`src/ccs_pkg.sv`:
```
/*
 * Shared constants, field positions, timing counts and types of the codec
 * control block: serial command port, signaling pins, interrupts, ring wave
 * and auxiliary clock.
 * Assumes a single 40 MHz system clock and four voice channels.
 */
// Function
// - Per channel: two sense, two drive, three bidir.
// - Ext reg 0: read sense, write drive.
// - Ext reg 1 bidir a/b data, reg 2 direction.
// - Ext reg 3: pin c data high, direction low.
// - Debounced change on channels 1-2 raises interrupt.
// - Reading ext regs 0,1,3 clears interrupt.
// - Channels 3-4 drive the second interrupt.
// - Ring square wave, 2 to 28 ms.
// - Aux clock: 256, 512 or 16384 kHz.
// - Ring and aux run only with bit clock.
// - First byte decoded; bits 4,3 pick class.
// - Every class reads or writes, carries count.
// - Write up to 8 bytes; read adds ID.
// - Status class: six registers per channel.
// - Extended class: eight shared registers.
// - Coefficient class: memory per channel.
// - Sample rising, shift falling, chip select ends.
// - Read sends ID then data, ignores input.
package ccs_pkg;
  // ----------------------------------------------------------------------
  // Sizes and layout
  // ----------------------------------------------------------------------
  localparam int NCH = 4;
  localparam int CR_PER_CH = 6;
  localparam int XR_NUM = 8;
  localparam int COEF_DEPTH = 8;
  localparam logic [2:0] XR_SIG = 3'h0;
  localparam logic [2:0] XR_BLO_DAT = 3'h1;
  localparam logic [2:0] XR_BLO_DIR = 3'h2;
  localparam logic [2:0] XR_BC = 3'h3;
  localparam logic [2:0] XR_DBR = 3'h4;
  localparam logic [2:0] XR_AUX = 3'h5;
  localparam int CMD_RD_BIT = 5;
  localparam int CMD_CLS_HI = 4;
  localparam int CMD_CLS_LO = 3;
  localparam logic [3:0] RING_MAX_SEL = 4'hd;
  localparam logic [7:0] REG_RST = 8'h00;
  localparam logic [1:0] AUX_SEL_256 = 2'h0;
  localparam logic [1:0] AUX_SEL_512 = 2'h1;
  localparam logic [1:0] AUX_SEL_16384 = 2'h2;
  // ----------------------------------------------------------------------
  // Timing
  // ----------------------------------------------------------------------
  localparam int CLK_PERIOD_NS = 25;
  localparam longint CLK_HZ = 40000000;
  localparam int MS_NS = 1000000;
  localparam int MS_CYCLES = MS_NS / CLK_PERIOD_NS;
  localparam int DCL_TIMEOUT_NS = 2000;
  localparam int DCL_TIMEOUT_CYC = DCL_TIMEOUT_NS / CLK_PERIOD_NS;
  localparam longint AUX_256_HZ = 256000;
  localparam longint AUX_512_HZ = 512000;
  localparam longint AUX_16384_HZ = 16384000;
  localparam logic [31:0] AUX_INC_256 = 32'((AUX_256_HZ << 32) / CLK_HZ);
  localparam logic [31:0] AUX_INC_512 = 32'((AUX_512_HZ << 32) / CLK_HZ);
  localparam logic [31:0] AUX_INC_16384 = 32'((AUX_16384_HZ << 32) / CLK_HZ);
  // ----------------------------------------------------------------------
  // Types
  // ----------------------------------------------------------------------
  typedef enum logic [2:0] {
    CLS_STATUS = 3'b001,
    CLS_EXT = 3'b010,
    CLS_COEF = 3'b100
  } ccs_cls_t;
  typedef struct packed {
    ccs_cls_t cls;
    logic rd;
    logic [2:0] last;
    logic [1:0] ch;
  } ccs_cmd_t;
  typedef enum logic [3:0] {
    ST_CMD = 4'b0001,
    ST_WR = 4'b0010,
    ST_RD = 4'b0100,
    ST_END = 4'b1000
  } ccs_state_t;
endpackage

```
`src/ccs_ctrl.sv`:
```
/*
 * Codec control block: serial command interpreter, register storage,
 * signaling pins, debounced change interrupts, ring and auxiliary clocks.
 * Assumes the host drives chip select, serial clock and data asynchronously;
 * all pins except rstn are synchronised to clk before use.
 */
`timescale 1ns/1ps
module ccs_ctrl #(
  parameter int MS_CYCLES = ccs_pkg::MS_CYCLES,
  // Identification value is arbitrary.
  parameter logic [7:0] ID_BYTE = 8'h5a
) (
  // Clock and reset
  input wire logic clk,
  input wire logic rstn,
  // Serial control port
  input wire logic cs_n,
  input wire logic serial_clock_in,
  input wire logic din,
  output logic dout,
  output logic dout_oe,
  // Frame bit clock
  input wire logic frame_bit_clock_in,
  // Signaling pins
  input wire logic [ccs_pkg::NCH-1:0] line_sense_in_a,
  input wire logic [ccs_pkg::NCH-1:0] line_sense_in_b,
  output logic [ccs_pkg::NCH-1:0] line_drive_out_a,
  output logic [ccs_pkg::NCH-1:0] line_drive_out_b,
  input wire logic [ccs_pkg::NCH-1:0] line_bidir_a_i,
  output logic [ccs_pkg::NCH-1:0] line_bidir_a_o,
  output logic [ccs_pkg::NCH-1:0] line_bidir_a_oe,
  input wire logic [ccs_pkg::NCH-1:0] line_bidir_b_i,
  output logic [ccs_pkg::NCH-1:0] line_bidir_b_o,
  output logic [ccs_pkg::NCH-1:0] line_bidir_b_oe,
  input wire logic [ccs_pkg::NCH-1:0] line_bidir_c_i,
  output logic [ccs_pkg::NCH-1:0] line_bidir_c_o,
  output logic [ccs_pkg::NCH-1:0] line_bidir_c_oe,
  // Interrupts and special outputs
  output logic irq_channels_low,
  output logic irq_channels_high,
  output logic ring_wave_out,
  output logic aux_clock_out
);
  localparam int NCH = ccs_pkg::NCH;
  localparam int SW = 4 + 5 * NCH;
  // Chip select and serial clock reset to their idle high level, so no false edge follows reset.
  localparam logic [SW-1:0] SYNC_RST = {{(SW - 2){1'b0}}, 2'b11};

  // ----------------------------------------------------------------------
  // Pin synchronisers
  // ----------------------------------------------------------------------
  logic [SW-1:0] sync1_r;
  logic [SW-1:0] sync2_r;
  logic cs_s;
  logic sclk_s;
  logic din_s;
  logic dcl_s;
  logic [NCH-1:0] sa_s;
  logic [NCH-1:0] sb_s;
  logic [NCH-1:0] ba_s;
  logic [NCH-1:0] bb_s;
  logic [NCH-1:0] bc_s;

  always_ff @(posedge clk) begin
    if (!rstn) begin
      sync1_r <= SYNC_RST;
      sync2_r <= SYNC_RST;
    end else begin
      sync1_r <= {line_bidir_c_i, line_bidir_b_i, line_bidir_a_i, line_sense_in_b,
                  line_sense_in_a, frame_bit_clock_in, din, serial_clock_in, cs_n};
      sync2_r <= sync1_r;
    end
  end
  assign {bc_s, bb_s, ba_s, sb_s, sa_s, dcl_s, din_s, sclk_s, cs_s} = sync2_r;

  // ----------------------------------------------------------------------
  // Edge detection and timers
  // ----------------------------------------------------------------------
  logic sclk_q_r;
  logic dcl_q_r;
  logic sclk_rise;
  logic sclk_fall;
  logic [$clog2(MS_CYCLES)-1:0] ms_cnt_r;
  logic ms_tick;
  logic [$clog2(ccs_pkg::DCL_TIMEOUT_CYC + 1)-1:0] dcl_cnt_r;
  logic dcl_ok_r;

  always_ff @(posedge clk) begin
    if (!rstn) begin
      sclk_q_r <= 1'b1;
      dcl_q_r <= 1'b0;
    end else begin
      sclk_q_r <= sclk_s;
      dcl_q_r <= dcl_s;
    end
  end
  assign sclk_rise = sclk_s & ~sclk_q_r;
  assign sclk_fall = ~sclk_s & sclk_q_r;

  always_ff @(posedge clk) begin
    if (!rstn || ms_tick) begin
      ms_cnt_r <= '0;
    end else begin
      ms_cnt_r <= ms_cnt_r + 1'b1;
    end
  end
  assign ms_tick = (ms_cnt_r == ($clog2(MS_CYCLES))'(MS_CYCLES - 1));

  // The bit clock counts as present while its edges come within the timeout.
  // bit clock watchdog
  always_ff @(posedge clk) begin
    if (!rstn) begin
      dcl_cnt_r <= '0;
      dcl_ok_r <= 1'b0;
    end else if (dcl_s != dcl_q_r) begin
      dcl_cnt_r <= '0;
      dcl_ok_r <= 1'b1;
    end else if (dcl_cnt_r == ($bits(dcl_cnt_r))'(ccs_pkg::DCL_TIMEOUT_CYC)) begin
      dcl_ok_r <= 1'b0;
    end else begin
      dcl_cnt_r <= dcl_cnt_r + 1'b1;
    end
  end

  // ----------------------------------------------------------------------
  // Register storage
  // ----------------------------------------------------------------------
  logic [7:0] cr_r [NCH][ccs_pkg::CR_PER_CH];
  logic [7:0] xr_r [ccs_pkg::XR_NUM];
  logic [7:0] coef_r [NCH][ccs_pkg::COEF_DEPTH];

  // class from bits 4 and 3
  function automatic ccs_pkg::ccs_cmd_t dec_cmd(input logic [7:0] b);
    ccs_pkg::ccs_cmd_t c;
    c.cls = !b[ccs_pkg::CMD_CLS_HI] ? ccs_pkg::CLS_COEF :
            b[ccs_pkg::CMD_CLS_LO] ? ccs_pkg::CLS_EXT : ccs_pkg::CLS_STATUS;
    c.rd = b[ccs_pkg::CMD_RD_BIT];
    c.last = (c.cls == ccs_pkg::CLS_STATUS) ? {1'b0, b[1:0]} : b[2:0];
    c.ch = b[7:6];
    return c;
  endfunction

  // Ext registers 0 and 1 return the live pins, register 3 live c pins over stored direction; the rest return storage.
  function automatic logic [7:0] rd_byte(input ccs_pkg::ccs_cmd_t c, input logic [2:0] i);
    logic [7:0] v;
    v = ccs_pkg::REG_RST;
    case (c.cls)
      ccs_pkg::CLS_STATUS: v = cr_r[c.ch][i];
      ccs_pkg::CLS_COEF: v = coef_r[c.ch][i];
      default: begin
        if (i == ccs_pkg::XR_SIG) v = {sb_s, sa_s};
        else if (i == ccs_pkg::XR_BLO_DAT) v = {bb_s, ba_s};
        else if (i == ccs_pkg::XR_BC) v = {bc_s, xr_r[ccs_pkg::XR_BC][NCH-1:0]};
        else v = xr_r[i];
      end
    endcase
    return v;
  endfunction

  // ----------------------------------------------------------------------
  // Serial command engine
  // ----------------------------------------------------------------------
  ccs_pkg::ccs_state_t st_r;
  ccs_pkg::ccs_cmd_t cmd_r;
  logic [7:0] rx_sh_r;
  logic [2:0] rx_cnt_r;
  logic [2:0] idx_r;
  logic [7:0] tx_sh_r;
  logic [2:0] tx_cnt_r;
  logic id_phase_r;
  logic [7:0] rx_byte;
  logic wr_stb;
  logic ld_now;
  logic [2:0] ld_idx;
  logic rd_clr;
  ccs_pkg::ccs_cmd_t cmd_nxt;

  assign rx_byte = {rx_sh_r[6:0], din_s};
  assign cmd_nxt = dec_cmd(rx_byte);
  assign wr_stb = (st_r == ccs_pkg::ST_WR) && !cs_s && sclk_rise && (rx_cnt_r == 3'h7);
  assign ld_now = (st_r == ccs_pkg::ST_RD) && !cs_s && sclk_fall && (tx_cnt_r == 3'h7)
                  && (id_phase_r || idx_r != 3'h0);
  assign ld_idx = id_phase_r ? idx_r : idx_r - 3'h1;
  assign rd_clr = ld_now && (cmd_r.cls == ccs_pkg::CLS_EXT) && (ld_idx == ccs_pkg::XR_SIG
                  || ld_idx == ccs_pkg::XR_BLO_DAT || ld_idx == ccs_pkg::XR_BC);

  always_ff @(posedge clk) begin
    if (!rstn) begin
      st_r <= ccs_pkg::ST_CMD;
      cmd_r <= '{cls: ccs_pkg::CLS_STATUS, rd: 1'b0, last: 3'h0, ch: 2'h0};
      rx_sh_r <= 8'h00;
      rx_cnt_r <= 3'h0;
      idx_r <= 3'h0;
      tx_sh_r <= 8'hff;
      tx_cnt_r <= 3'h0;
      id_phase_r <= 1'b0;
    end else if (cs_s) begin
      st_r <= ccs_pkg::ST_CMD;
      rx_cnt_r <= 3'h0;
      tx_cnt_r <= 3'h0;
    end else begin
      case (st_r)
        ccs_pkg::ST_CMD: begin
          if (sclk_rise) begin
            rx_sh_r <= rx_byte;
            rx_cnt_r <= rx_cnt_r + 3'h1;
            if (rx_cnt_r == 3'h7) begin
              cmd_r <= cmd_nxt;
              idx_r <= cmd_nxt.last;
              tx_sh_r <= ID_BYTE;
              tx_cnt_r <= 3'h0;
              id_phase_r <= 1'b1;
              st_r <= cmd_nxt.rd ? ccs_pkg::ST_RD : ccs_pkg::ST_WR;
            end
          end
        end
        ccs_pkg::ST_WR: begin
          if (sclk_rise) begin
            rx_sh_r <= rx_byte;
            rx_cnt_r <= rx_cnt_r + 3'h1;
            if (rx_cnt_r == 3'h7) begin
              if (idx_r == 3'h0) st_r <= ccs_pkg::ST_END;
              else idx_r <= idx_r - 3'h1;
            end
          end
        end
        ccs_pkg::ST_RD: begin
          if (sclk_fall) begin
            tx_cnt_r <= tx_cnt_r + 3'h1;
            tx_sh_r <= {tx_sh_r[6:0], 1'b1};
            if (ld_now) begin
              tx_sh_r <= rd_byte(cmd_r, ld_idx);
              idx_r <= ld_idx;
              id_phase_r <= 1'b0;
            end else if (tx_cnt_r == 3'h7) begin
              st_r <= ccs_pkg::ST_END;
            end
          end
        end
        ccs_pkg::ST_END: st_r <= ccs_pkg::ST_END;
        default: st_r <= ccs_pkg::ST_CMD;
      endcase
    end
  end

  // The output releases on the falling edge after the last bit has stood a full bit.
  // idle output on writes
  always_ff @(posedge clk) begin
    if (!rstn || cs_s) begin
      dout <= 1'b1;
      dout_oe <= 1'b0;
    end else if (sclk_fall) begin
      if (st_r == ccs_pkg::ST_RD) begin
        dout <= tx_sh_r[7];
        dout_oe <= 1'b1;
      end else begin
        dout <= 1'b1;
        dout_oe <= 1'b0;
      end
    end
  end

  always_ff @(posedge clk) begin
    if (!rstn) begin
      for (int c = 0; c < NCH; c++) begin
        for (int r = 0; r < ccs_pkg::CR_PER_CH; r++) cr_r[c][r] <= ccs_pkg::REG_RST;
        for (int r = 0; r < ccs_pkg::COEF_DEPTH; r++) coef_r[c][r] <= ccs_pkg::REG_RST;
      end
      for (int r = 0; r < ccs_pkg::XR_NUM; r++) xr_r[r] <= ccs_pkg::REG_RST;
    end else if (wr_stb) begin
      case (cmd_r.cls)
        ccs_pkg::CLS_STATUS: cr_r[cmd_r.ch][idx_r] <= rx_byte;
        ccs_pkg::CLS_COEF: coef_r[cmd_r.ch][idx_r] <= rx_byte;
        default: xr_r[idx_r] <= rx_byte;
      endcase
    end
  end

  // ----------------------------------------------------------------------
  // Signaling pins
  // ----------------------------------------------------------------------
  // per-channel line set
  assign line_drive_out_a = xr_r[ccs_pkg::XR_SIG][NCH-1:0];
  assign line_drive_out_b = xr_r[ccs_pkg::XR_SIG][2*NCH-1:NCH];
  assign line_bidir_a_o = xr_r[ccs_pkg::XR_BLO_DAT][NCH-1:0];
  assign line_bidir_b_o = xr_r[ccs_pkg::XR_BLO_DAT][2*NCH-1:NCH];
  assign line_bidir_a_oe = xr_r[ccs_pkg::XR_BLO_DIR][NCH-1:0];
  assign line_bidir_b_oe = xr_r[ccs_pkg::XR_BLO_DIR][2*NCH-1:NCH];
  assign line_bidir_c_o = xr_r[ccs_pkg::XR_BC][2*NCH-1:NCH];
  assign line_bidir_c_oe = xr_r[ccs_pkg::XR_BC][NCH-1:0];

  // ----------------------------------------------------------------------
  // Change interrupts
  // ----------------------------------------------------------------------
  logic [NCH-1:0] ba_in;
  logic [NCH-1:0] bb_in;
  logic [NCH-1:0] bc_in;
  logic chg_lo;
  logic chg_hi;
  logic irq_lo_r;
  logic irq_hi_r;

  // Pins set as outputs are masked so that own drive raises no interrupt.
  assign ba_in = ba_s & ~line_bidir_a_oe;
  assign bb_in = bb_s & ~line_bidir_b_oe;
  assign bc_in = bc_s & ~line_bidir_c_oe;

  ccs_debounce #(.W(10)) u_deb_lo (
    .clk(clk),
    .rstn(rstn),
    .raw({sa_s[1:0], sb_s[1:0], ba_in[1:0], bb_in[1:0], bc_in[1:0]}),
    .tick(ms_tick),
    .limit(xr_r[ccs_pkg::XR_DBR][3:0]),
    .change(chg_lo)
  );
  ccs_debounce #(.W(10)) u_deb_hi (
    .clk(clk),
    .rstn(rstn),
    .raw({sa_s[3:2], sb_s[3:2], ba_in[3:2], bb_in[3:2], bc_in[3:2]}),
    .tick(ms_tick),
    .limit(xr_r[ccs_pkg::XR_DBR][3:0]),
    .change(chg_hi)
  );

  // A change in the very cycle of a clearing read keeps the interrupt set.
  // set on change
  always_ff @(posedge clk) begin
    if (!rstn) begin
      irq_lo_r <= 1'b0;
      irq_hi_r <= 1'b0;
    end else begin
      irq_lo_r <= chg_lo | (irq_lo_r & ~rd_clr);
      irq_hi_r <= chg_hi | (irq_hi_r & ~rd_clr);
    end
  end
  assign irq_channels_low = irq_lo_r;
  assign irq_channels_high = irq_hi_r;

  // ----------------------------------------------------------------------
  // Ring and auxiliary clock
  // ----------------------------------------------------------------------
  ccs_tonegen u_tone (
    .clk(clk),
    .rstn(rstn),
    .tick(ms_tick),
    .dcl_ok(dcl_ok_r),
    .ring_sel(xr_r[ccs_pkg::XR_DBR][7:4]),
    .aux_sel(xr_r[ccs_pkg::XR_AUX][1:0]),
    .ring_out(ring_wave_out),
    .aux_out(aux_clock_out)
  );

  // ----------------------------------------------------------------------
  // Checks
  // ----------------------------------------------------------------------
  irq_set_a: assert property (@(posedge clk) disable iff (!rstn)
    chg_lo |=> irq_channels_low)
    else $error("low interrupt not raised on change");
  irq_clear_a: assert property (@(posedge clk) disable iff (!rstn)
    rd_clr && !chg_lo && !chg_hi |=> !irq_channels_low && !irq_channels_high)
    else $error("interrupt not cleared by read");
  irq_high_a: assert property (@(posedge clk) disable iff (!rstn)
    chg_hi |=> irq_channels_high)
    else $error("high interrupt not raised on change");
  write_idle_a: assert property (@(posedge clk) disable iff (!rstn)
    st_r == ccs_pkg::ST_WR |-> !dout_oe && dout)
    else $error("serial output active during write");
  id_load_a: assert property (@(posedge clk) disable iff (!rstn)
    st_r == ccs_pkg::ST_CMD && !cs_s && sclk_rise && rx_cnt_r == 3'h7
    && rx_byte[ccs_pkg::CMD_RD_BIT] |=> st_r == ccs_pkg::ST_RD && tx_sh_r == ID_BYTE)
    else $error("read command did not load identification");
  drive_write_a: assert property (@(posedge clk) disable iff (!rstn)
    wr_stb && cmd_r.cls == ccs_pkg::CLS_EXT && idx_r == ccs_pkg::XR_SIG
    |=> line_drive_out_a == $past(rx_byte[3:0]) && line_drive_out_b == $past(rx_byte[7:4]))
    else $error("drive outputs not updated by write");
  write_order_a: assert property (@(posedge clk) disable iff (!rstn)
    wr_stb && idx_r != 3'h0 |=> idx_r == $past(idx_r) - 3'h1)
    else $error("write index did not step down");
  read_hold_a: assert property (@(posedge clk) disable iff (!rstn)
    st_r == ccs_pkg::ST_RD && !cs_s |=> st_r != ccs_pkg::ST_CMD)
    else $error("new command accepted during read");
  dcl_lost_a: assert property (@(posedge clk) disable iff (!rstn)
    dcl_s == dcl_q_r [*8] ##1 dcl_s == dcl_q_r [*8] ##1 dcl_s == dcl_q_r [*8]
    ##0 dcl_cnt_r == ($bits(dcl_cnt_r))'(ccs_pkg::DCL_TIMEOUT_CYC) |=> !dcl_ok_r)
    else $error("bit clock loss not detected");
endmodule

```
`src/ccs_debounce.sv`:
```
/*
 * Debounce of a group of signaling lines; pulses once per accepted change.
 * Assumes synchronised inputs and a one-cycle millisecond tick.
 */
`timescale 1ns/1ps
module ccs_debounce #(
  parameter int W = 10
) (
  // Clock and reset
  input wire logic clk,
  input wire logic rstn,
  // Lines and timing
  input wire logic [W-1:0] raw,
  input wire logic tick,
  input wire logic [3:0] limit,
  // Result
  output logic change
);
  logic [W-1:0] last_r;
  logic [W-1:0] stable_r;
  logic [3:0] cnt_r;
  logic [1:0] primed_r;

  // The first three cycles after reset adopt the lines, so that the pin
  // synchronisers have filled and power-up levels count as no change.
  // stability before interrupt
  always_ff @(posedge clk) begin
    if (!rstn) begin
      last_r <= '0;
      stable_r <= '0;
      cnt_r <= 4'h0;
      primed_r <= 2'h0;
      change <= 1'b0;
    end else begin
      last_r <= raw;
      change <= 1'b0;
      if (!(&primed_r)) begin
        stable_r <= raw;
        primed_r <= primed_r + 2'h1;
      end else if (raw != last_r) begin
        cnt_r <= 4'h0;
      end else if (raw != stable_r) begin
        if (cnt_r >= limit) begin
          stable_r <= raw;
          change <= 1'b1;
          cnt_r <= 4'h0;
        end else if (tick) begin
          cnt_r <= cnt_r + 4'h1;
        end
      end
    end
  end

  stable_first_a: assert property (@(posedge clk) disable iff (!rstn)
    &primed_r && raw != last_r |=> !change)
    else $error("change reported while lines still moving");
endmodule

```
`src/ccs_tonegen.sv`:
```
/*
 * Ring square wave and auxiliary clock generator.
 * Assumes a millisecond tick and a bit clock presence flag from the caller.
 */
`timescale 1ns/1ps
module ccs_tonegen (
  // Clock and reset
  input wire logic clk,
  input wire logic rstn,
  // Control
  input wire logic tick,
  input wire logic dcl_ok,
  input wire logic [3:0] ring_sel,
  input wire logic [1:0] aux_sel,
  // Outputs
  output logic ring_out,
  output logic aux_out
);
  logic [3:0] ms_r;
  logic [3:0] half_sel;
  logic [31:0] acc_r;
  logic [31:0] inc;

  assign half_sel = (ring_sel > ccs_pkg::RING_MAX_SEL) ? ccs_pkg::RING_MAX_SEL : ring_sel;
  assign inc = (aux_sel == ccs_pkg::AUX_SEL_256) ? ccs_pkg::AUX_INC_256 :
               (aux_sel == ccs_pkg::AUX_SEL_512) ? ccs_pkg::AUX_INC_512 :
               (aux_sel == ccs_pkg::AUX_SEL_16384) ? ccs_pkg::AUX_INC_16384 : 32'h0000_0000;

  // Half period is sel+1 ms, so the full period spans 2 to 28 ms.
  // equal high and low
  always_ff @(posedge clk) begin
    if (!rstn || !dcl_ok) begin
      ms_r <= 4'h0;
      ring_out <= 1'b0;
    end else if (tick) begin
      if (ms_r >= half_sel) begin
        ms_r <= 4'h0;
        ring_out <= ~ring_out;
      end else begin
        ms_r <= ms_r + 4'h1;
      end
    end
  end

  // A phase accumulator; 16384 kHz is not a divisor of the clock, so it jitters.
  // stopped without bit clock
  always_ff @(posedge clk) begin
    if (!rstn || !dcl_ok) begin
      acc_r <= 32'h0000_0000;
      aux_out <= 1'b0;
    end else begin
      acc_r <= acc_r + inc;
      aux_out <= acc_r[31];
    end
  end

  gen_stop_a: assert property (@(posedge clk) disable iff (!rstn)
    !dcl_ok |=> !ring_out && !aux_out)
    else $error("ring or aux output running without bit clock");
  ring_step_a: assert property (@(posedge clk) disable iff (!rstn)
    dcl_ok && !tick ##1 dcl_ok |-> $stable(ring_out))
    else $error("ring output changed between ticks");
endmodule
```
`config.mk`:
```
export PLATFORM = sky130hd
export DESIGN_NAME = ccs_ctrl
export DESIGN_NICKNAME = d
export VERILOG_FILES = /design/src/ccs_pkg.sv /design/src/ccs_ctrl.sv /design/src/ccs_debounce.sv /design/src/ccs_tonegen.sv
export SDC_FILE = /design/constraint.sdc
export NUM_CORES = 1
export LEC_CHECK = 0
export BUFFER_PORTS_ARGS = -buffer_cell sky130_fd_sc_hd__buf_2
export CAP_MARGIN = 20
export CORE_MARGIN = 1.5
export CORE_UTILIZATION = 55
export CTS_CLUSTER_SIZE = 12
export DETAILED_ROUTE_END_ITERATION = 8
export GPL_TIMING_DRIVEN = 0
export PLACE_DENSITY_LB_ADDON = 0.05
export SYNTH_ARGS = -nofsm -noshare
export SYNTH_HDL_FRONTEND = slang
export SYNTH_SLANG_ARGS = --single-unit
export TNS_END_PERCENT = 100
```
`constraint.sdc`:
```
create_clock -name clk -period 4.9 [get_ports clk]
set_input_delay 0.98 -clock clk [delete_from_list [all_inputs] [get_ports clk]]
set_output_delay 0.98 -clock clk [all_outputs]
set_load 0.05 [all_outputs]
```
==> metrics <==
status=complete, no violations; slowest stage delay, CP=about 0.52 ns; Finished Cell Area=37900 sq um; drt first pass iters=5; skew final=between 0.02 and 0.025 ns; Layout area overhead=12.5%; CP Capture Type=flip-flop; Synth Register Bits=718; RSZ-0062 raised after global routing=no; # port buffers=63; final net count=~3000; ys flop type=edfxtp_1; Routed WL per cell=approximately 28 um; worst-path fanout max=10; Hold Fails Final Rpt=0; CP max stage cell=edfxtp_1; htree depth=3; Final min period=4.61 ns; fillers=4703; multi-input logic area=~13000 sq um; vias in the first global route=around 23000; Post-Syn Area per Cell=about 12 sq um; Yosys top cell by area=edfxtp_1; DR vias/cell=6.23; I/O pin total=64; Finished Layout Cells=between 3000 and 4000; CTS Hold Buffers Added=0; RD Place Congestion=about 0.96; antenna violations before repair=5; FFs w/ async S/R, synth=0; Via Count=around 23000; HPWL Detailed=74.0 mm; Final setup viols=0; static leakage=about 14 nW; Final TNS setup=0 ns; largest net degree at the start of global routing=14; syn nets=around 2800; highest clock rate=approximately 220 MHz; register area=around 20000 sq um; Routed WL=about 100 mm; Post-Syn Instances=between 2000 and 3000; Rows=90; Crit Path Class=reg -> reg; Rel. slew slack=0.199; Placement Cell Area=roughly 35000 sq um; Post-Syn Area=between 30000 and 40000 sq um; Hold Crit Class=reg -> reg; Residual DRC=0; synth cell count leaders=589 x and2_1, 512 x edfxtp_1, 206 x dfxtp_1; synth top area cells=edfxtp_1 46%, dfxtp_1 12%, and2_1 11%; crit-path most repeated cell=ha_1; max-slew violation count=0; total track usage=0.339; Iter 0 DRT Violations=around 2700; number of flops mapped to enable cells by yosys=approximately 500; PwrDens=346 nW/um^2; Synth cell types=76; root buf cell=clkbuf_16; Clock Pin Slew Worst Setup and Hold Paths=0.06 ns; CP Data Required Time=5.42 ns; first-pass GRT wire length=approximately 150 mm; die footprint=roughly 63000 sq um; Die W=251 um; count leader, synth=and2_1; postcts setup bufs=0; YS warnings=0; Die Y=~250 um; Cell Count Post-Placement=3617; CP Cell Sequence=inv_1, ha_1, buf_4, buf_1, or2_2, ha_1, a31o_2, maj3_2, a21o_1, a221o_1, nor3_4, a32oi_1, o31ai_1, a21oi_1, o21a_1; top cell type's share of synthesized area=0.456; CTS sink count=718; CP startpoint kind=flip-flop; Longest Clk Path Bufs=3; Worst Tran Pin Value=1.20 ns; CTS tree=built; Clk Latency, worst-skew pair=between 0.6 and 0.7 ns; TritonCTS buffer count=between 70 and 80; critical path data arrival time=a little over 5 ns; total core area=60500 sq um; gr ovfl total=0; post-synthesis sequential area ratio=0.579; post-route ant nets=0; Tcrit/Tclk final=0.941; initial core utilization=0.557; fraction of layout cells with a size suffix above 1=0.141; Max Cap Viol=0; Max IR drop VDD=approximately 0.28 mV
==> path summary, 6_finish.rpt <==
kind / from / end / slack (ns) / cells after the start
setup / recovery: xr_r[5][1]$_SDFFCE_PN0P_ / u_tone.acc_r[25]$_SDFF_PP0_ / 0.29 / 15
hold / removal: sync1_r[1]$_SDFF_PN1_ / sync2_r[1]$_SDFF_PN1_ / 0.41 / 1
setup reg to reg: xr_r[5][1]$_SDFFCE_PN0P_ / u_tone.acc_r[25]$_SDFF_PP0_ / 0.29 / 15
hold reg to reg: sync1_r[1]$_SDFF_PN1_ / sync2_r[1]$_SDFF_PN1_ / 0.41 / 1
==> area by class of cell <==
type	count	share of cell area
Sequential cell	718	0.514
Inverter	32	0.00317
Clock buffer	115	0.0580
Tap cell	782	0.0258
Clock inverter	23	0.00558
Timing Repair Buffer	132	0.0215
Antenna cell	4	0.000264
Buffer	170	0.0178
Multi-Input combinational cell	1791	0.354
==> layout by cell type, fill, tap and decap left out, types with 5 or more instances in the layout <==
cell	count
dfxtp_1	206
xnor2_1	64
and2_1	589
nor3_1	19
a21oi_1	67
nand2_1	153
nand3_1	37
buf_2	112
a31oi_1	13
clkinv_1	6
mux4_2	144
or3_1	15
nand2b_1	22
mux2i_1	37
a22oi_1	11
xor2_1	43
o211ai_1	14
clkbuf_8	6
a221oi_1	5
nor3b_1	5
clkbuf_16	80
nor2_1	174
o21ai_0	120
o21a_1	7
o22ai_1	15
inv_1	30
o21ai_1	6
and3_1	9
nand4_1	17
nand3b_1	5
buf_4	32
nor2b_1	63
a21o_1	12
a21boi_0	7
clkinv_2	9
buf_1	9
edfxtp_1	512
clkbuf_1	168
nor4_1	7
ha_1	48
==> report_power, final <==
group	total [mW]	switching, mW	leakage (nW)	internal, mW
clock network	5.71	2.44	1.17	3.26
registers	6.79	0.0949	6.85	6.69
logic	0.624	0.391	5.91	0.233
==> sequential cells by signal (all words and copies together), names as in the netlist, 10 cells and up, named ones only <==
register           count
coef_r               256
cr_r                 192
xr_r                  64
u_tone.acc_r          32
sync1_r               24
sync2_r               24
ms_cnt_r              16
u_deb_hi.last_r       10
u_deb_hi.stable_r     10
u_deb_lo.last_r       10
u_deb_lo.stable_r     10
==> kinds of logic after synthesis <==
group,after synthesis,share of synthesized area
AOI/OAI and AO/OA,319,0.0576
muxes,182,0.108
and+or+nand+nor,1132,0.186
xor gates and xnor gates,108,0.0283
adders and majority gates,50,0.0185
DFF,718,0.579
buffers and inverters,203,0.0237
==> metal layers <==
layer  vias to the layer above  routed length [um]  GRT usage
met3                       350               10900     0.0844
met2                      1358               48300      0.534
met4                         2                6340      0.188
met1                     11600               39200      0.431
met5                         -                  13          0
li1                      10100                   -          -
==> through the flow <==
| step | power, mW | hold WS (ns) | setup slack [ns] | utilization |
|---|---|---|---|---|
| finish | 13.1 | 0.410 | 0.288 | 0.627 |
| detailed placement | 7.52 | 0.398 | 0.127 | 0.586 |
| floorplan | 7.28 | 0.386 | 0.919 | - |
| global placement | 7.48 | 0.399 | 0.232 | 0.579 |
| global route | 13.4 | 0.422 | 0.0426 | 0.627 |
| CTS | 13.1 | 0.413 | 0.105 | 0.626 |
==> timing repair <==
| action | in CTS | in global routing |
|---|---|---|
| endpoints found under the hold margin | 0 | 0 |
| setup endpoints to repair | 0 | 5 |
| gates resized for setup | 0 | 0 |
==> worst max-delay path, delay by kind of cell (launching register included) <==
family | cells | cell delay [ns]
AO/OA/AOI/OAI | 7 | 1.75
flip-flops | 1 | 0.52
adder cells (fa/ha/maj) | 3 | 0.91
buffers and inverters | 3 | 0.63
AND/OR/NAND/NOR | 2 | 0.69
(Power assumes the default switching activity.)
